==> config.mk <==
export PLATFORM = sky130hd
export DESIGN_NAME = cfh_host
export DESIGN_NICKNAME = d
export VERILOG_FILES = /design/src/cfh_stream_src.v /design/src/cfh_host.v
export VERILOG_INCLUDE_DIRS = /design/src /design/src/src
export SDC_FILE = /design/constraint.sdc
export NUM_CORES = 1
export LEC_CHECK = 0
export ABC_CLOCK_PERIOD_IN_PS = 3000
export BUFFER_PORTS_ARGS = -buffer_cell sky130_fd_sc_hd__buf_2
export CORE_UTILIZATION = 56
export DETAILED_ROUTE_END_ITERATION = 7
export GPL_TIMING_DRIVEN = 0
export PLACE_DENSITY_LB_ADDON = 0.3
export REMOVE_ABC_BUFFERS = 1
export SETUP_SLACK_MARGIN = 0.5
export SLEW_MARGIN = 0
export SYNTH_ARGS = -nofsm -noshare
export SYNTH_HDL_FRONTEND = slang
export SYNTH_SLANG_ARGS = --single-unit
==> constraint.sdc <==
create_clock -name CLK_SYS_I -period 3 [get_ports CLK_SYS_I]
set_input_delay 0.6 -clock CLK_SYS_I [delete_from_list [all_inputs] [get_ports CLK_SYS_I]]
set_output_delay 0.6 -clock CLK_SYS_I [all_outputs]
set_load 0.02 [all_outputs]
==> src/cfh_consts.vh <==
`ifndef CFH_CONSTS_VH
`define CFH_CONSTS_VH

// Filter build, fixed at one documented choice
`define CFH_IN_WIDTH        16
`define CFH_IN_PAD_WIDTH    16
`define CFH_OUT_WIDTH       20
`define CFH_OUT_PAD_WIDTH   24
`define CFH_NUM_CHAN        4
`define CFH_CHAN_WIDTH      2
`define CFH_USER_WIDTH      16
`define CFH_SYNC_BIT        8
`define CFH_RATE_WIDTH      14
`define CFH_RATE_PAD_WIDTH  16
`define CFH_MAX_RATE        14'h2000
`define CFH_MIN_RATE        14'h0004
`define CFH_RESET_RATE      14'h0004

// Reset timing
`define CFH_RESET_MIN_NS    40
`define CFH_CLK_NS          20
`define CFH_RESET_CYCLES    ((`CFH_RESET_MIN_NS + `CFH_CLK_NS - 1) / `CFH_CLK_NS)
`define CFH_RESET_CNT_W     4

// Software register addresses
`define CFH_ADDR_W          4
`define CFH_REG_CTRL        4'h0
`define CFH_REG_RATE        4'h1
`define CFH_REG_SAMPLE      4'h2
`define CFH_REG_STATUS      4'h3
`define CFH_REG_OUT_DATA    4'h4
`define CFH_REG_OUT_USER    4'h5
`define CFH_REG_COUNT       4'h6

// Control bit positions
`define CFH_CTRL_RESET      0
`define CFH_CTRL_BP_EN      1
`define CFH_CTRL_OUT_STALL  2

// Status bit positions
`define CFH_ST_CFG_BUSY     0
`define CFH_ST_IN_BUSY      1
`define CFH_ST_OUT_AVAIL    2
`define CFH_ST_RESET_BUSY   3
`define CFH_ST_OUT_LAST     4
`define CFH_ST_OVERRUN      5

`endif

==> src/cfh_stream_src.v <==
`timescale 1ns/1ps
`default_nettype none

////////////////////////////////////////////////////////////////////////////////
// One-word stream source: holds a payload until the handshake takes it
module cfh_stream_src #(
    parameter W = 16
) (
    // Clock and reset
    input  wire         clk_i,
    input  wire         rst_n_i,
    // Load side
    input  wire         load_i,
    input  wire [W-1:0] load_data_i,
    input  wire         load_last_i,
    output wire         busy_o,
    // Stream side
    output reg          tvalid_o,
    output reg  [W-1:0] tdata_o,
    output reg          tlast_o,
    input  wire         tready_i
);

    // Busy while a word waits; a new load is refused then
    assign busy_o = tvalid_o;

    // Valid held until accepted, payload stable meanwhile
    always @(posedge clk_i) begin
        if (!rst_n_i) begin
            tvalid_o <= 1'b0;
            tdata_o  <= {W{1'b0}};
            tlast_o  <= 1'b0;
        end else if (tvalid_o && tready_i) begin
            tvalid_o <= 1'b0;
        end else if (load_i && !tvalid_o) begin
            tvalid_o <= 1'b1;
            tdata_o  <= load_data_i;
            tlast_o  <= load_last_i;
        end
    end

endmodule // cfh_stream_src

`default_nettype wire

==> src/cfh_host.v <==
// The implementer's own choices: strobed register access and the register addresses.
`timescale 1ns/1ps
`default_nettype none
`include "cfh_consts.vh"

// What this block does
// - Reset held low at least two cycles
// - Channels carry valid and data, extras optional
// - Transfer only when valid and ready high
// - Sender drives valid, receiver drives ready
// - Sub-fields packed little-endian from bit zero
// - Vectors padded to multiples of eight bits
// - Rate padded to byte, padding constant
// - Configurator offers valid, filter answers ready
// - Samples twos-complement, 2 to 32 bits
// - Input sample padded to byte boundary
// - Source raises valid when sample present
// - Valid may be tied high without strobe

module cfh_host (
    // Clock and reset
    input  wire                              CLK_SYS_I,
    input  wire                              RST_N_I,
    // Software register port
    input  wire [`CFH_ADDR_W-1:0]            REG_ADDR_I,
    input  wire [31:0]                       REG_WDATA_I,
    input  wire                              REG_WR_I,
    input  wire                              REG_RD_I,
    output reg  [31:0]                       REG_RDATA_O,
    // Filter reset
    output reg                               FLT_RESET_N_O,
    // Configuration channel towards the filter
    output wire                              CFG_TVALID_O,
    output wire [`CFH_RATE_PAD_WIDTH-1:0]    CFG_TDATA_O,
    input  wire                              CFG_TREADY_I,
    // Data input channel towards the filter
    output wire                              DIN_TVALID_O,
    output wire [`CFH_IN_PAD_WIDTH-1:0]      DIN_TDATA_O,
    output wire                              DIN_TLAST_O,
    input  wire                              DIN_TREADY_I,
    // Data output channel from the filter
    input  wire                              DOUT_TVALID_I,
    input  wire [`CFH_OUT_PAD_WIDTH-1:0]     DOUT_TDATA_I,
    input  wire [`CFH_USER_WIDTH-1:0]        DOUT_TUSER_I,
    input  wire                              DOUT_TLAST_I,
    output wire                              DOUT_TREADY_O,
    // Filter events, observed only
    input  wire                              EVT_LAST_MISSING_I,
    input  wire                              EVT_LAST_UNEXPECTED_I
);

    ////////////////////////////////////////////////////////////////////////////
    // Reset sequencer states, one-hot
    localparam [2:0] RS_IDLE = 3'b001;
    localparam [2:0] RS_HOLD = 3'b010;
    localparam [2:0] RS_DONE = 3'b100;

    // Pack a rate value: field at bit 0, constant zero padding
    function [`CFH_RATE_PAD_WIDTH-1:0] pack_rate;
        input [31:0] v;
        begin
            pack_rate = {{(`CFH_RATE_PAD_WIDTH-`CFH_RATE_WIDTH){1'b0}},
                         v[`CFH_RATE_WIDTH-1:0]};
        end
    endfunction

    // Pack a sample: twos-complement field at bit 0, field fills the padded width
    function [`CFH_IN_PAD_WIDTH-1:0] pack_sample;
        input [31:0] v;
        begin
            pack_sample = v[`CFH_IN_PAD_WIDTH-1:0];
        end
    endfunction

    ////////////////////////////////////////////////////////////////////////////
    // Registers
    reg  [2:0]                   rs_state_q;        // Reset sequencer state
    reg  [2:0]                   rs_state_d;
    reg  [`CFH_RESET_CNT_W-1:0]  rs_cnt_q;          // Reset low cycle count
    reg  [`CFH_RESET_CNT_W-1:0]  rs_cnt_d;
    reg                          bp_en_q;           // Backpressure enable, software control bit
    reg                          out_stall_q;       // Software stall of output
    reg  [`CFH_RATE_WIDTH-1:0]   rate_q;            // Last rate offered
    reg  [`CFH_OUT_PAD_WIDTH-1:0] out_data_q;       // Captured output sample
    reg  [`CFH_USER_WIDTH-1:0]   out_user_q;        // Captured side-band
    reg                          out_last_q;        // Captured end marker
    reg                          out_avail_q;       // Unread output sample
    reg                          overrun_q;         // Sample lost unread
    reg  [15:0]                  out_cnt_q;         // Output samples taken
    reg  [`CFH_CHAN_WIDTH-1:0]   in_chan_q;         // Next input channel

    // Decoded writes and the output data read
    wire wr_ctrl   = REG_WR_I && (REG_ADDR_I == `CFH_REG_CTRL);
    wire wr_rate   = REG_WR_I && (REG_ADDR_I == `CFH_REG_RATE);
    wire wr_sample = REG_WR_I && (REG_ADDR_I == `CFH_REG_SAMPLE);
    wire rd_data   = REG_RD_I && (REG_ADDR_I == `CFH_REG_OUT_DATA);

    // Channel busy flags from the sources, and the filter reset flag from the sequencer
    wire cfg_busy;
    wire din_busy;
    wire flt_in_reset = (rs_state_q != RS_DONE);

    ////////////////////////////////////////////////////////////////////////////
    // Reset sequencer next state: filter reset held a minimum count
    always @* begin
        rs_state_d = rs_state_q;
        rs_cnt_d   = rs_cnt_q;
        case (rs_state_q)
            RS_IDLE: begin
                rs_state_d = RS_HOLD;
                rs_cnt_d   = {`CFH_RESET_CNT_W{1'b0}};
            end
            RS_HOLD: begin
                // Counts low cycles before release
                if (rs_cnt_q >= `CFH_RESET_CYCLES - 1) begin
                    rs_state_d = RS_DONE;
                end else begin
                    rs_cnt_d = rs_cnt_q + 1'b1;
                end
            end
            RS_DONE: begin
                // Software may start another reset pulse
                if (wr_ctrl && REG_WDATA_I[`CFH_CTRL_RESET]) begin
                    rs_state_d = RS_HOLD;
                    rs_cnt_d   = {`CFH_RESET_CNT_W{1'b0}};
                end
            end
            default: begin
                rs_state_d = RS_IDLE;
            end
        endcase
    end

    // Sequencer flops; filter reset output registered
    always @(posedge CLK_SYS_I) begin
        if (!RST_N_I) begin
            rs_state_q    <= RS_IDLE;
            rs_cnt_q      <= {`CFH_RESET_CNT_W{1'b0}};
            FLT_RESET_N_O <= 1'b0;
        end else begin
            rs_state_q    <= rs_state_d;
            rs_cnt_q      <= rs_cnt_d;
            FLT_RESET_N_O <= (rs_state_d == RS_DONE);
        end
    end

    ////////////////////////////////////////////////////////////////////////////
    // Control and rate registers
    always @(posedge CLK_SYS_I) begin
        if (!RST_N_I) begin
            bp_en_q     <= 1'b0;
            out_stall_q <= 1'b0;
            rate_q      <= `CFH_RESET_RATE;
        end else begin
            if (wr_ctrl) begin
                bp_en_q     <= REG_WDATA_I[`CFH_CTRL_BP_EN];
                out_stall_q <= REG_WDATA_I[`CFH_CTRL_OUT_STALL];
            end
            if (wr_rate && !cfg_busy && !flt_in_reset) begin
                rate_q <= REG_WDATA_I[`CFH_RATE_WIDTH-1:0];
            end
        end
    end

    ////////////////////////////////////////////////////////////////////////////
    // Configuration channel: one rate word per write
    // Dropped while the filter is held in reset, so nothing is left pending
    cfh_stream_src #(
        .W (`CFH_RATE_PAD_WIDTH)
    ) u_cfg_src (
        .clk_i       (CLK_SYS_I),
        .rst_n_i     (RST_N_I && !flt_in_reset),
        .load_i      (wr_rate),
        .load_data_i (pack_rate(REG_WDATA_I)),
        .load_last_i (1'b0),
        .busy_o      (cfg_busy),
        .tvalid_o    (CFG_TVALID_O),
        .tdata_o     (CFG_TDATA_O),
        .tlast_o     (),
        .tready_i    (CFG_TREADY_I)
    );

    ////////////////////////////////////////////////////////////////////////////
    // Data input channel: marks the last channel's sample
    wire in_last = (in_chan_q == `CFH_NUM_CHAN - 1);

    cfh_stream_src #(
        .W (`CFH_IN_PAD_WIDTH)
    ) u_din_src (
        .clk_i       (CLK_SYS_I),
        .rst_n_i     (RST_N_I && !flt_in_reset),
        .load_i      (wr_sample),
        .load_data_i (pack_sample(REG_WDATA_I)),
        .load_last_i (in_last),
        .busy_o      (din_busy),
        .tvalid_o    (DIN_TVALID_O),
        .tdata_o     (DIN_TDATA_O),
        .tlast_o     (DIN_TLAST_O),
        .tready_i    (DIN_TREADY_I)
    );

    // Channel counter advances on each input transfer
    always @(posedge CLK_SYS_I) begin
        if (!RST_N_I || flt_in_reset) begin
            in_chan_q <= {`CFH_CHAN_WIDTH{1'b0}};
        end else if (DIN_TVALID_O && DIN_TREADY_I) begin
            in_chan_q <= in_last ? {`CFH_CHAN_WIDTH{1'b0}}
                                 : in_chan_q + 1'b1;
        end
    end

    ////////////////////////////////////////////////////////////////////////////
    // Output channel: without backpressure ready is forced high
    // With backpressure, software stall lets the filter fill up
    assign DOUT_TREADY_O = !bp_en_q || !out_stall_q;
    wire out_take = DOUT_TVALID_I && DOUT_TREADY_O;

    // Capture side: newest sample wins, overrun flagged if unread
    always @(posedge CLK_SYS_I) begin
        if (!RST_N_I) begin
            out_data_q  <= {`CFH_OUT_PAD_WIDTH{1'b0}};
            out_user_q  <= {`CFH_USER_WIDTH{1'b0}};
            out_last_q  <= 1'b0;
            out_avail_q <= 1'b0;
            overrun_q   <= 1'b0;
            out_cnt_q   <= 16'h0000;
        end else begin
            if (out_take) begin
                // Sign-extended data, index at bit 0, marker above
                out_data_q <= DOUT_TDATA_I;
                out_user_q <= DOUT_TUSER_I;
                out_last_q <= DOUT_TLAST_I;
                out_cnt_q  <= out_cnt_q + 16'h0001;
            end
            // Set wins over the read clear
            if (out_take) begin
                out_avail_q <= 1'b1;
            end else if (rd_data) begin
                out_avail_q <= 1'b0;
            end
            if (out_take && out_avail_q && !rd_data) begin
                overrun_q <= 1'b1;
            end else if (wr_ctrl) begin
                overrun_q <= 1'b0;
            end
        end
    end

    ////////////////////////////////////////////////////////////////////////////
    // Read data, one cycle after the strobe; unmapped reads zero
    always @(posedge CLK_SYS_I) begin
        if (!RST_N_I) begin
            REG_RDATA_O <= 32'h00000000;
        end else if (REG_RD_I) begin
            case (REG_ADDR_I)
                `CFH_REG_CTRL:     REG_RDATA_O <= {29'h0, out_stall_q, bp_en_q, 1'b0};
                `CFH_REG_RATE:     REG_RDATA_O <= {18'h0, rate_q};
                `CFH_REG_STATUS:   REG_RDATA_O <= {24'h0, EVT_LAST_UNEXPECTED_I,
                                                   EVT_LAST_MISSING_I, overrun_q,
                                                   out_last_q, flt_in_reset,
                                                   out_avail_q, din_busy, cfg_busy};
                `CFH_REG_OUT_DATA: REG_RDATA_O <= {{8{out_data_q[`CFH_OUT_PAD_WIDTH-1]}},
                                                   out_data_q};
                `CFH_REG_OUT_USER: REG_RDATA_O <= {16'h0, out_user_q};
                `CFH_REG_COUNT:    REG_RDATA_O <= {16'h0, out_cnt_q};
                default:           REG_RDATA_O <= 32'h00000000;
            endcase
        end else begin
            REG_RDATA_O <= 32'h00000000;
        end
    end

endmodule // cfh_host

`default_nettype wire

== Yosys cells after proc, flatten, opt, wreduce, memory -nomap -nowiden ==
Cells that the tools add are included.

* Output and inout port bits: 69
* Logic and storage cells: 85
* Bits in registers: 150

* Bitwise gates (word level): 3
* Eq/ne operators: 14
* Magnitude comparators: 1
* Reductions and logical operators: 33
* Add/sub/neg operators: 3
* Mux-type cells: 12

{| class="wikitable"
|+ Operators with widths
! cell !! count
|-
| 32-bit case mux with 6 select lines || 1
|-
| 16-bit by 1-bit adder with 16-bit output (second input constant) || 1
|-
| 1-bit logical AND || 14
|-
| 4-bit by 3-bit equality test with 1-bit output (second input constant) || 3
|-
| 4-bit case mux with 3 select lines || 1
|-
| 3-bit case mux with 3 select lines || 1
|-
| 4-bit by 2-bit equality test with 1-bit output (second input constant) || 2
|-
| 4-bit 2-to-1 mux || 2
|-
| 1-bit zero test || 7
|-
| 3-bit equality test (second input constant) || 2
|-
| 3-bit 2-to-1 mux || 2
|-
| 2-bit AND reduction || 3
|-
| 4-bit by 1-bit adder with 4-bit output (second input constant) || 1
|-
| 4-bit by 1-bit equality test with 1-bit output (second input constant) || 1
|-
| 4-bit by 1-bit >= comparator with 1-bit output (second input constant) || 1
|-
| 4-bit zero test || 1
|-
| 1-bit 2-to-1 mux || 4
|-
| 2-bit != test (second input constant) || 2
|-
| 2-bit nonzero test || 2
|-
| 2-bit OR reduction || 2
|-
| 3-bit by 1-bit equality test with 1-bit output (second input constant) || 1
|-
| 3-bit by 2-bit equality test with 1-bit output (second input constant) || 1
|-
| 3-bit != test (second input constant) || 1
|-
| 1-bit NOT || 3
|-
| other kinds (6) || 7
|}

== Longest topological paths before layout ==
Gate-level depths: netlist of the first run.

* Word-level depth: 6
* Gate-level depth with buffers: 7
* Depth with buffers taken out: 6

== Hierarchy ==
Synthesis of the first run repeated with hierarchy kept, for this count alone.

* Cell total of the unflattened synthesis: 666
* Area total of the unflattened synthesis: 5,901.9 um^2

{| class="wikitable"
|+ By module, submodules not included
! module !! instances !! sequential area each (um^2) !! cells an instance !! area an instance (um^2)
|-
| cfh_host || 1 || 2,182.1 || 508 || 4,423.0
|-
| cfh_stream_src || 2 || 360.3 || 79 || 739.5
|}

== Worst setup path after synthesis of the first run ==
No wires, ideal clock.

* Path kind: input port to flip-flop
* Start: input REG_ADDR_I[3]
* End: register overrun_q
* Library setup time: 0.128 ns
* Stages on the path: 5
* Path slack: 1.009 ns
* Required time: 2.872 ns
* Data arrival time: 1.864 ns
* Path through: buf_2 or3b_2 or3_1 a22oi_1 nor2_1

* Longest elaborated chain between the ends: 5
* Elaborated cells on any way between the ends: 8
* Those cells by class: eq/ne (1); mux (1); reduce/logical (6)

{| class="wikitable"
|+ Ends and longest elaborated chain
! what !! RTL line !! RTL
|-
| start, declared || cfh_host.v:25 || <nowiki>input wire [`CFH_ADDR_W-1:0] REG_ADDR_I,</nowiki>
|-
| 4-bit by 3-bit equality test with 1-bit output || n/a ||
|-
| 1-bit logical AND || cfh_host.v:96 || <nowiki>wire rd_data = REG_RD_I && (REG_ADDR_I == `CFH_REG_OUT_DATA);</nowiki>
|-
| 1-bit zero test || cfh_host.v:241 || <nowiki>if (out_take && out_avail_q && !rd_data) begin</nowiki>
|-
| 1-bit logical AND || cfh_host.v:241 ||
|-
| 1-bit 2-to-1 mux or 2-bit nonzero test (tied branches) || n/a ||
|-
| end signal, assigned || cfh_host.v:225 || <nowiki>overrun_q <= 1'b0;</nowiki>
|-
| end signal, assigned || cfh_host.v:242 || <nowiki>overrun_q <= 1'b1;</nowiki>
|-
| end signal, assigned || cfh_host.v:244 || <nowiki>overrun_q <= 1'b0;</nowiki>
|-
| end, declared || cfh_host.v:88 || <nowiki>reg overrun_q;</nowiki>
|}

Several ways; a longest one is shown, not always the timed one.
A chain may end at the register's enable or synchronous reset.

== Worst setup path after layout of the first run ==
* Start: register bp_en_q
* End: register out_cnt_q[11]

* Longest elaborated chain between the ends: 3

{| class="wikitable"
|+ Ends and longest elaborated chain
! what !! RTL line !! RTL
|-
| start, declared || cfh_host.v:81 || <nowiki>reg bp_en_q;</nowiki>
|-
| start signal, assigned || cfh_host.v:156 || <nowiki>bp_en_q <= REG_WDATA_I[`CFH_CTRL_BP_EN];</nowiki>
|-
| 1-bit zero test || cfh_host.v:215 || <nowiki>assign DOUT_TREADY_O = !bp_en_q || !out_stall_q;</nowiki>
|-
| 1-bit logical OR || cfh_host.v:215 ||
|-
| 1-bit logical AND || cfh_host.v:216 || <nowiki>wire out_take = DOUT_TVALID_I && DOUT_TREADY_O;</nowiki>
|-
| end signal, assigned || cfh_host.v:233 || <nowiki>out_cnt_q <= out_cnt_q + 16'h0001;</nowiki>
|-
| end, declared || cfh_host.v:89 || <nowiki>reg [15:0] out_cnt_q;</nowiki>
|}

No other way between the ends.

==> results of run 1 <==
## per-stage QoR
step	instances	hold WS [ps]	cell area [sq um]	utilization (%)	power, W
6_report	921	300.3	6894	71.19	0.004517
5_1_grt	921	291.1	6894	71.19	0.004650
4_1_cts	920	287.5	6887	71.11	0.004525
3_5_place_dp	888	437.1	6251	64.55	0.002327
3_3_place_gp	886	434.1	6168	63.70	0.002304
2_1_floorplan	617	425.7	5321	-	0.002194
## per-layer routing
layer / routed length (um) / GRT usage [%] / part of all wire [%]
met3: 960 / 8.351 / 6.9
met5: 0 / 0 / 0
met1: 6077 / 35.50 / 44
met2: 6629 / 43.92 / 48
met4: 214 / 11.48 / 1.5
## sequential cells by signal (all words and copies together) (netlist names)
register           cells
rs_cnt_q               4
u_cfg_src.tdata_o     14
out_cnt_q             16
rate_q                14
u_din_src.busy_o       1
REG_RDATA_O           24
u_din_src.tlast_o      1
in_chan_q              2
out_stall_q            1
overrun_q              1
u_din_src.tdata_o     16
out_last_q             1
out_avail_q            1
out_user_q            16
out_data_q            24
u_cfg_src.busy_o       1
FLT_RESET_N_O          1
bp_en_q                1
rs_state_q             3
## worst max-delay path by stage
| stage | to | cells past startpoint | from |
|---|---|---|---|
| after global routing | out_cnt_q[11]$_SDFFE_PN0P_ | 4 | bp_en_q$_SDFFE_PN0P_ |
| after detailed placement | u_din_src.tdata_o[4]$_SDFFE_PN0P_ | 3 | rs_state_q[2]$_SDFF_PN0_ |
| after global placement | out_cnt_q[12]$_SDFFE_PN0P_ | 5 | DOUT_TVALID_I |
| final | out_cnt_q[11]$_SDFFE_PN0P_ | 4 | bp_en_q$_SDFFE_PN0P_ |
| after floorplan | out_cnt_q[12]$_SDFFE_PN0P_ | 4 | DOUT_TVALID_I |
| after CTS | out_cnt_q[11]$_SDFFE_PN0P_ | 4 | bp_en_q$_SDFFE_PN0P_ |
## synthesized netlist by cell type, drive strengths merged (3+ instances only)
cell | count | share of area [%]
nand2 | 178 | 12
dfxtp | 142 | 51
a21oi | 111 | 10
clkbuf | 31 | 2.1
nand3 | 26 | 2.3
a22oi | 24 | 3.2
buf | 22 | 2.4
nor2 | 18 | 1.2
o21ai | 9 | 0.81
and2 | 8 | 0.90
inv | 8 | 0.54
a31oi | 7 | 0.79
nand2b | 7 | 0.79
nor3 | 7 | 0.83
mux2i | 6 | 1.1
a222oi | 5 | 0.90
and3 | 5 | 0.56
ha | 5 | 1.1
nand4 | 5 | 0.56
nor3b | 5 | 0.85
or3 | 5 | 0.56
xnor2 | 5 | 0.79
nor2b | 3 | 0.34
nor4b | 3 | 0.70
or4 | 3 | 0.47
xor2 | 3 | 0.47
## worst max-delay path: cells and delay by family, from the launching register on
kind            cells  cell delay [ps]
compound gates      2              690
simple gates        2             1140
flops               1              380
## cell families (layout without fill, tap and decap cells)
kind of cell,count (synthesis),after routing,synth area share (%)
AND/OR/NAND/NOR,278,278,22.86
AO/OA/AOI/OAI,168,168,17.53
flip-flops,142,142,51.07
buffers and inverters,61,179,5.012
XOR/XNOR,8,8,1.259
multiplexers,6,6,1.079
adder cells (fa/ha/maj),5,5,1.124
other,1,2,0.06737
## power by group through the flow
stage	clock, W	sequential (W)	combinational [W]
after floorplan	0	0.00202	0.000177
after global placement	0	0.00202	0.000281
after detailed placement	0	0.00203	0.000299
after CTS	0.00223	0.00199	0.000303
after global routing	0.00232	0.00200	0.000335
final	0.00222	0.00199	0.000303
## layout make-up
class / instances / share of cell area, %
multi-input cells: 467 / 36.15
flip-flops and latches: 142 / 41.23
repair buffers: 139 / 10.67
clock inverters: 15 / 3.085
clock buffers: 17 / 6.007
well taps: 133 / 2.414
inverters: 8 / 0.4356
## cell usage in the layout, fill, tap and decap left out, types with 6 or more instances in the layout
master	synthesis	layout
nand2_1	178	177
nor2_1	18	18
mux2i_1	6	6
dfxtp_1	142	142
o21ai_0	9	9
and2_1	8	8
inv_1	8	7
nand3_1	26	26
nand2b_1	7	7
buf_2	7	136
a21oi_1	111	111
a22oi_1	24	24
a31oi_1	7	7
nor3_1	6	6
clkbuf_16	0	16
## repair_timing
item / 4_1_cts / 5_1_grt
hold buffers: 0 / 0
hold endpoints to repair: 0 / 0
setup buffers: 0 / 1
cloned: 0 / 0
resized for setup: 2 / 0
endpoints found under the setup margin: 49 / 13
pin swaps: 0 / 1
==> summary.md, run 1 <==
| Metric | Value |
|---|---|
| Reg area | 0.002843 sq mm |
| Comb pwr share | 6.7% |
| Register-to-register setup slack | 690 ps |
| Crit path required time | 3460 ps |
| Final Skew | 6.439 ps |
| Seq/Total Area, Yosys | 51.07% |
| Clk_lat worst skew | 530 ps |
| Clk sinks | 142 |
| Average routed wire per standard cell | 15.07 um |
| Chip width | 101.7 um |
| Post-Synthesis Cells | 669 |
| Share of cells above drive strength 1 | 23.35% |
| RSZ-0062 raised after global routing | no |
| Hold Path Cell Cnt | 3 |
| Final #Nets | 866 |
| Crit path max-delay cell type | or4_4 |
| Multi-input logic area | 0.002492 sq mm |
| Number of H-tree levels | 4 |
| Placement Rows | 36 |
| Dominant synthesized flop cell | dfxtp_1 |
| Number of flops mapped to enable cells by yosys | 0 |
| Distinct cell type count after synthesis | 46 |
| Vias per inst | 5.555 |
| Die height | 101.7 um |
| FF-to-FF Start | bp_en_q$_SDFFE_PN0P_ |
| Switching share of power | 24.18% |
| Syn_area_per_cell | 8.321 sq um |
| Clk slew on worst S/H paths | 60 ps |
| ANT cells | 0 |
| P_leak | 2.729 nW |
| Crit path largest cell delay | 700 ps |
| Vias | 5116 |
| Residual DRC | 0 |
| Gr usage total | 27.81% |
| # IOs | 155 |
| Worst hold start | DOUT_TDATA_I[14] |
| Starting Density | 57.48% |
| Slew HR | 12.53% |
| Register bit total from synthesis | 142 |
| Sum of negative setup slack | 0 ps |
| Pins Over Slew Limit | 0 |
| Initial antenna violation count | 0 |
| Global-route wire length before repair | 21980 um |
| Pint | 0.003425 W |
| Final Wtd Congestion | 0.8273 |
| Largest net degree at the start of global routing | 49 |
| Clk Tree Root Cell | clkbuf_8 |
| CP arrival | 2770 ps |
| Max_cap viols | 0 |
| WS Path Type | reg -> reg |
| Power share of the sequential group | 44.1% |
| CTS buffer count | 17 |
| Crit. End Element | register |
| CORE AREA | 0.009684 sq mm |
| DIE AREA | 0.01034 sq mm |
| ANT nets after route | 0 |
| CP startpoint kind | register |
| Maximum VDD drop | 0.3807 mV |
| Critical Path, Cell by Cell | a21bo_2 -> or4_4 -> or4_1 -> a21oi_1 |
| Final Hold Viols | 0 |
| Slew of the pin with the lowest slew margin | 1302 ps |
| Number of synthesis warnings | 0 |
| Post-Place Worst Slack | 225.2 ps |
| Dpl hpwl | 9203 um |
| Power Density | 655.2 mW/mm^2 |
| Clock power frac | 49.2% |
| Status | finished, final reports clean |
| Crit share post-route | 76.99% |
| Layout overhead on the synthesized area | 23.85% |
| Total grt overflow | 0 |
| Hold Path End | out_data_q[14]$_SDFFE_PN0P_ |
| Max Buffers Root-to-Sink | 2 |
| Switching power total | 0.001092 W |
| Netlist Area Pre-Place | 0.005567 sq mm |
| Max FO, Critical Path | 48 |
| Port Buffers | 136 |
| 1st-iter DRT viols | 345 |
| Fillers | 767 |
| Vias in the first global route | 4678 |
| CTS tree | built |
| Worst R2R End | out_cnt_q[11]$_SDFFE_PN0P_ |
| Min-delay worst type | in -> reg |
| Worst-case reg-to-reg path depth | 4 |
| Min Tclk post-route | 2310 ps |
| Setup WS post-layout | 690.3 ps |
| Async SR Flop Fraction | 0% |
| Fmax | 433.0 MHz |
| 1st-pass router iterations | 5 |
| Setup-failing EPs final | 0 |
| WL final | 13880 um |
No activity file was read; power rests on OpenSTA's default activity.
==> run 2, diff against run 1 <==
--- a/config.mk
+++ b/config.mk
@@ -6,9 +6,9 @@
 export SDC_FILE = /design/constraint.sdc
 export NUM_CORES = 1
 export LEC_CHECK = 0
-export ABC_CLOCK_PERIOD_IN_PS = 3000
+export ABC_CLOCK_PERIOD_IN_PS = 2200
 export BUFFER_PORTS_ARGS = -buffer_cell sky130_fd_sc_hd__buf_2
-export CORE_UTILIZATION = 56
+export CORE_UTILIZATION = 52
 export DETAILED_ROUTE_END_ITERATION = 7
 export GPL_TIMING_DRIVEN = 0
 export PLACE_DENSITY_LB_ADDON = 0.3
==> constraint.sdc (replaced) <==
create_clock -name CLK_SYS_I -period 2.2 [get_ports CLK_SYS_I]
set_input_delay 0.44 -clock CLK_SYS_I [delete_from_list [all_inputs] [get_ports CLK_SYS_I]]
set_output_delay 0.44 -clock CLK_SYS_I [all_outputs]
set_load 0.02 [all_outputs]
==> summary.md, run 2 (synthesis results as in run 1) <==
| Metric | Value |
|---|---|
| Status | finished, final reports clean |
| Vias | 5331 (+4.2%) |
| Switching power total | 0.001448 W (+33%) |
| Power share of the sequential group | 46.1% (+2.0 points) |
| 1st-iter DRT viols | 474 (+37%) |
| Final #Nets | 888 (+2.5%) |
| Critical Path, Cell by Cell | a21bo_4 -> or4_4 -> or4_4 -> a21oi_2 |
| CP startpoint kind | register |
| Final Hold Viols | 0 (unchanged) |
| Vias in the first global route | 5081 (+8.6%) |
| WS Path Type | reg -> reg |
| Top delay family on crit path | simple AND/OR/NAND/NOR gates |
| Switching share of power | 24.59% (+0.41 points) |
| Worst Path Buf+Inv | 0 (unchanged) |
| Non-filler cells, final | 947 (+2.8%) |
| Largest net degree at the start of global routing | 55 (+12%) |
| Starting Density | 53.68% (-3.8 points) |
| Number of H-tree levels | 4 (unchanged) |
| Gr usage total | 28.17% (+0.36 points) |
| Dpl hpwl | 9406 um (+2.2%) |
| Min-delay worst type | in -> reg |
| Commonest non-fill, non-tap cells in the layout | 177 x nand2_1, 136 x buf_2, 133 x dfxtp_1, 109 x a21oi_1, 24 x a22oi_1 |
| Global-route wire length before repair | 24500 um (+11%) |
| Hold Path Cell Cnt | 3 (unchanged) |
| Final Wtd Congestion | 0.8405 (+1.6%) |
| # IOs | 155 (unchanged) |
| Slew HR | 55.26% (+43 points) |
| Chip width | 105.5 um (+3.7%) |
| Crit. End Element | register |
| Crit path required time | 2660 ps (-800 ps) |
| Clk slew on worst S/H paths | 70 ps (about the same) |
| Clk Tree Root Cell | clkbuf_8 |
| Crit path max-delay cell type | or4_4 |
| Post-Place Worst Slack | -589.8 ps (-815.1 ps) |
| Fmax | 562.3 MHz (+30%) |
| Min Tclk post-route | 1778 ps (-531.2 ps) |
| DIE AREA | 0.01112 sq mm (+7.5%) |
| Setup WS post-layout | 421.5 ps (-268.8 ps) |
| Max_cap viols | 0 (unchanged) |
| Most frequent cell on the critical path | or4_4 |
| Pins Over Slew Limit | 0 (unchanged) |
| Vias per inst | 5.629 (+1.3%) |
| Clock power frac | 46.1% (-3.1 points) |
| CTS buffer count | 17 (unchanged) |
| Comb pwr share | 7.8% (+1.1 points) |
| WL final | 15370 um (+11%) |
| Sum of negative setup slack | 0 ps (unchanged) |
| # placed instances | 891 (+0.34%) |
| Port Buffers | 136 (unchanged) |
| Clk_lat worst skew | 530 ps (about the same) |
| Largest regs | REG_RDATA_O: 24 flops, out_data_q: 24 flops |
| Slew of the pin with the lowest slew margin | 667.2 ps (-634.9 ps) |
| Layout overhead on the synthesized area | 28.55% |
| RSZ-0062 raised after global routing | yes |
| CORE AREA | 0.01037 sq mm (+7.1%) |
| Maximum VDD drop | 0.6616 mV (+74%) |
| Worst-case reg-to-reg path depth | 4 (unchanged) |
| Average routed wire per standard cell | 16.23 um (+7.7%) |
| Clk sinks | 142 (unchanged) |
| Hold_ws | 148.6 ps (-151.7 ps) |
| Total grt overflow | 0 (unchanged) |
| Crit share post-route | 80.84% (+3.9 points) |
| Share of cells above drive strength 1 | 27.78% (+4.4 points) |
| P_leak | 2.842 nW (+4.1%) |
| Cell count along the critical path | 4 (unchanged) |
| Crit path largest cell delay | 520 ps (-180 ps) |
| Max Buffers Root-to-Sink | 2 (unchanged) |
| Hold-fix buffers at CTS | 0 (unchanged) |
| Setup-failing EPs final | 0 (unchanged) |
| Final Skew | 9.006 ps (+2.568 ps) |
| 1st-pass router iterations | 6 (+1) |
| Power Density | 822.9 mW/mm^2 (+26%) |
| Placement Rows | 37 (+2.8%) |
| Max FO, Critical Path | 5 (-90%) |
| Pint | 0.004441 W (+30%) |
| ANT nets after route | 0 (unchanged) |
| Most common cell after layout, fill and taps aside | nand2_1 |
| Residual DRC | 0 (unchanged) |
| Die height | 105.5 um (+3.7%) |
| Initial antenna violation count | 1 (+1) |
| CP arrival | 2240 ps (-530 ps) |
| CTS tree | built |
==> run 2: changes by cell type in the layout (fill, tap and decap cells not counted), moves of 3 or more <==
cell | previous run | this run
dfxtp_2 | 0 | 7
clkinvlp_4 | 2 | 5
clkinv_4 | 5 | 1
clkinv_2 | 1 | 4
nand3_1 | 26 | 23
dfxtp_1 | 142 | 133
buf_4 | 1 | 16
buf_12 | 1 | 4
==> run 2: metrics by stage <==
step                instance area, sq um  util, %  total power, W
floorplan                           5321        -        0.002992
global placement                    6172    59.52        0.003140
detailed placement                  6255    60.32        0.003174
CTS                                 6993    67.43        0.005877
global route                        7153    68.98        0.006092
finish                              7156    69.00        0.005888
==> run 2: worst paths after layout <==
path | startpoint | end | slack (ps)
max | out_stall_q$_SDFFE_PN0P_ | out_cnt_q[11]$_SDFFE_PN0P_ | 420
min | DOUT_TDATA_I[9] | out_data_q[9]$_SDFFE_PN0P_ | 150
max reg2reg | out_stall_q$_SDFFE_PN0P_ | out_cnt_q[11]$_SDFFE_PN0P_ | 420
min reg2reg | out_data_q[21]$_SDFFE_PN0P_ | out_data_q[21]$_SDFFE_PN0P_ | 450
==> run 2: tightest hold or removal path, delay by kind of cell <==
kind / cells / cell delay [ps]
AOI/OAI and AO/OA: 1 / 50
buffers and inverters: 1 / 100
and+or+nand+nor: 1 / 40
==> run 2: power by group through the flow <==
stage / combinational (W) / sequential [W] / clock [W]
6_report: 0.000460 / 0.00272 / 0.00271
4_1_cts: 0.000432 / 0.00271 / 0.00273
3_3_place_gp: 0.000381 / 0.00276 / 0
3_5_place_dp: 0.000409 / 0.00277 / 0
5_1_grt: 0.000510 / 0.00273 / 0.00286
2_1_floorplan: 0.000242 / 0.00275 / 0
==> run 2: cell type report <==
class                   count  area, sq um
repair buffers            157        908.4
fillers                   838         3214
well taps                 136        170.2
inverters                   8        30.03
diodes                      1        2.502
flip-flops and latches    142         2859
clock buffers              18        417.9
multi-input cells         471         2624
clock inverters            14        143.9
==> run 2: routing by layer <==
| layer | track usage, % | vias up | share of wire, % | wire length (um) |
|---|---|---|---|---|
| met3 | 7.916 | 24 | 9.2 | 1408 |
| li1 | - | 2555 | - | - |
| met1 | 34.55 | 2488 | 40 | 6089 |
| met5 | 0 | - | 0.085 | 13 |
| met2 | 46.76 | 262 | 49 | 7597 |
| met4 | 10.97 | 2 | 1.7 | 257 |
==> run 2: timing repair <==
action / in CTS / in global routing
buffers inserted: 10 / 9
gates resized for setup: 18 / 13
setup endpoints to repair: 88 / 68
hold endpoints to repair: 0 / 0
gates cloned: 3 / 1
pin swaps: 7 / 3
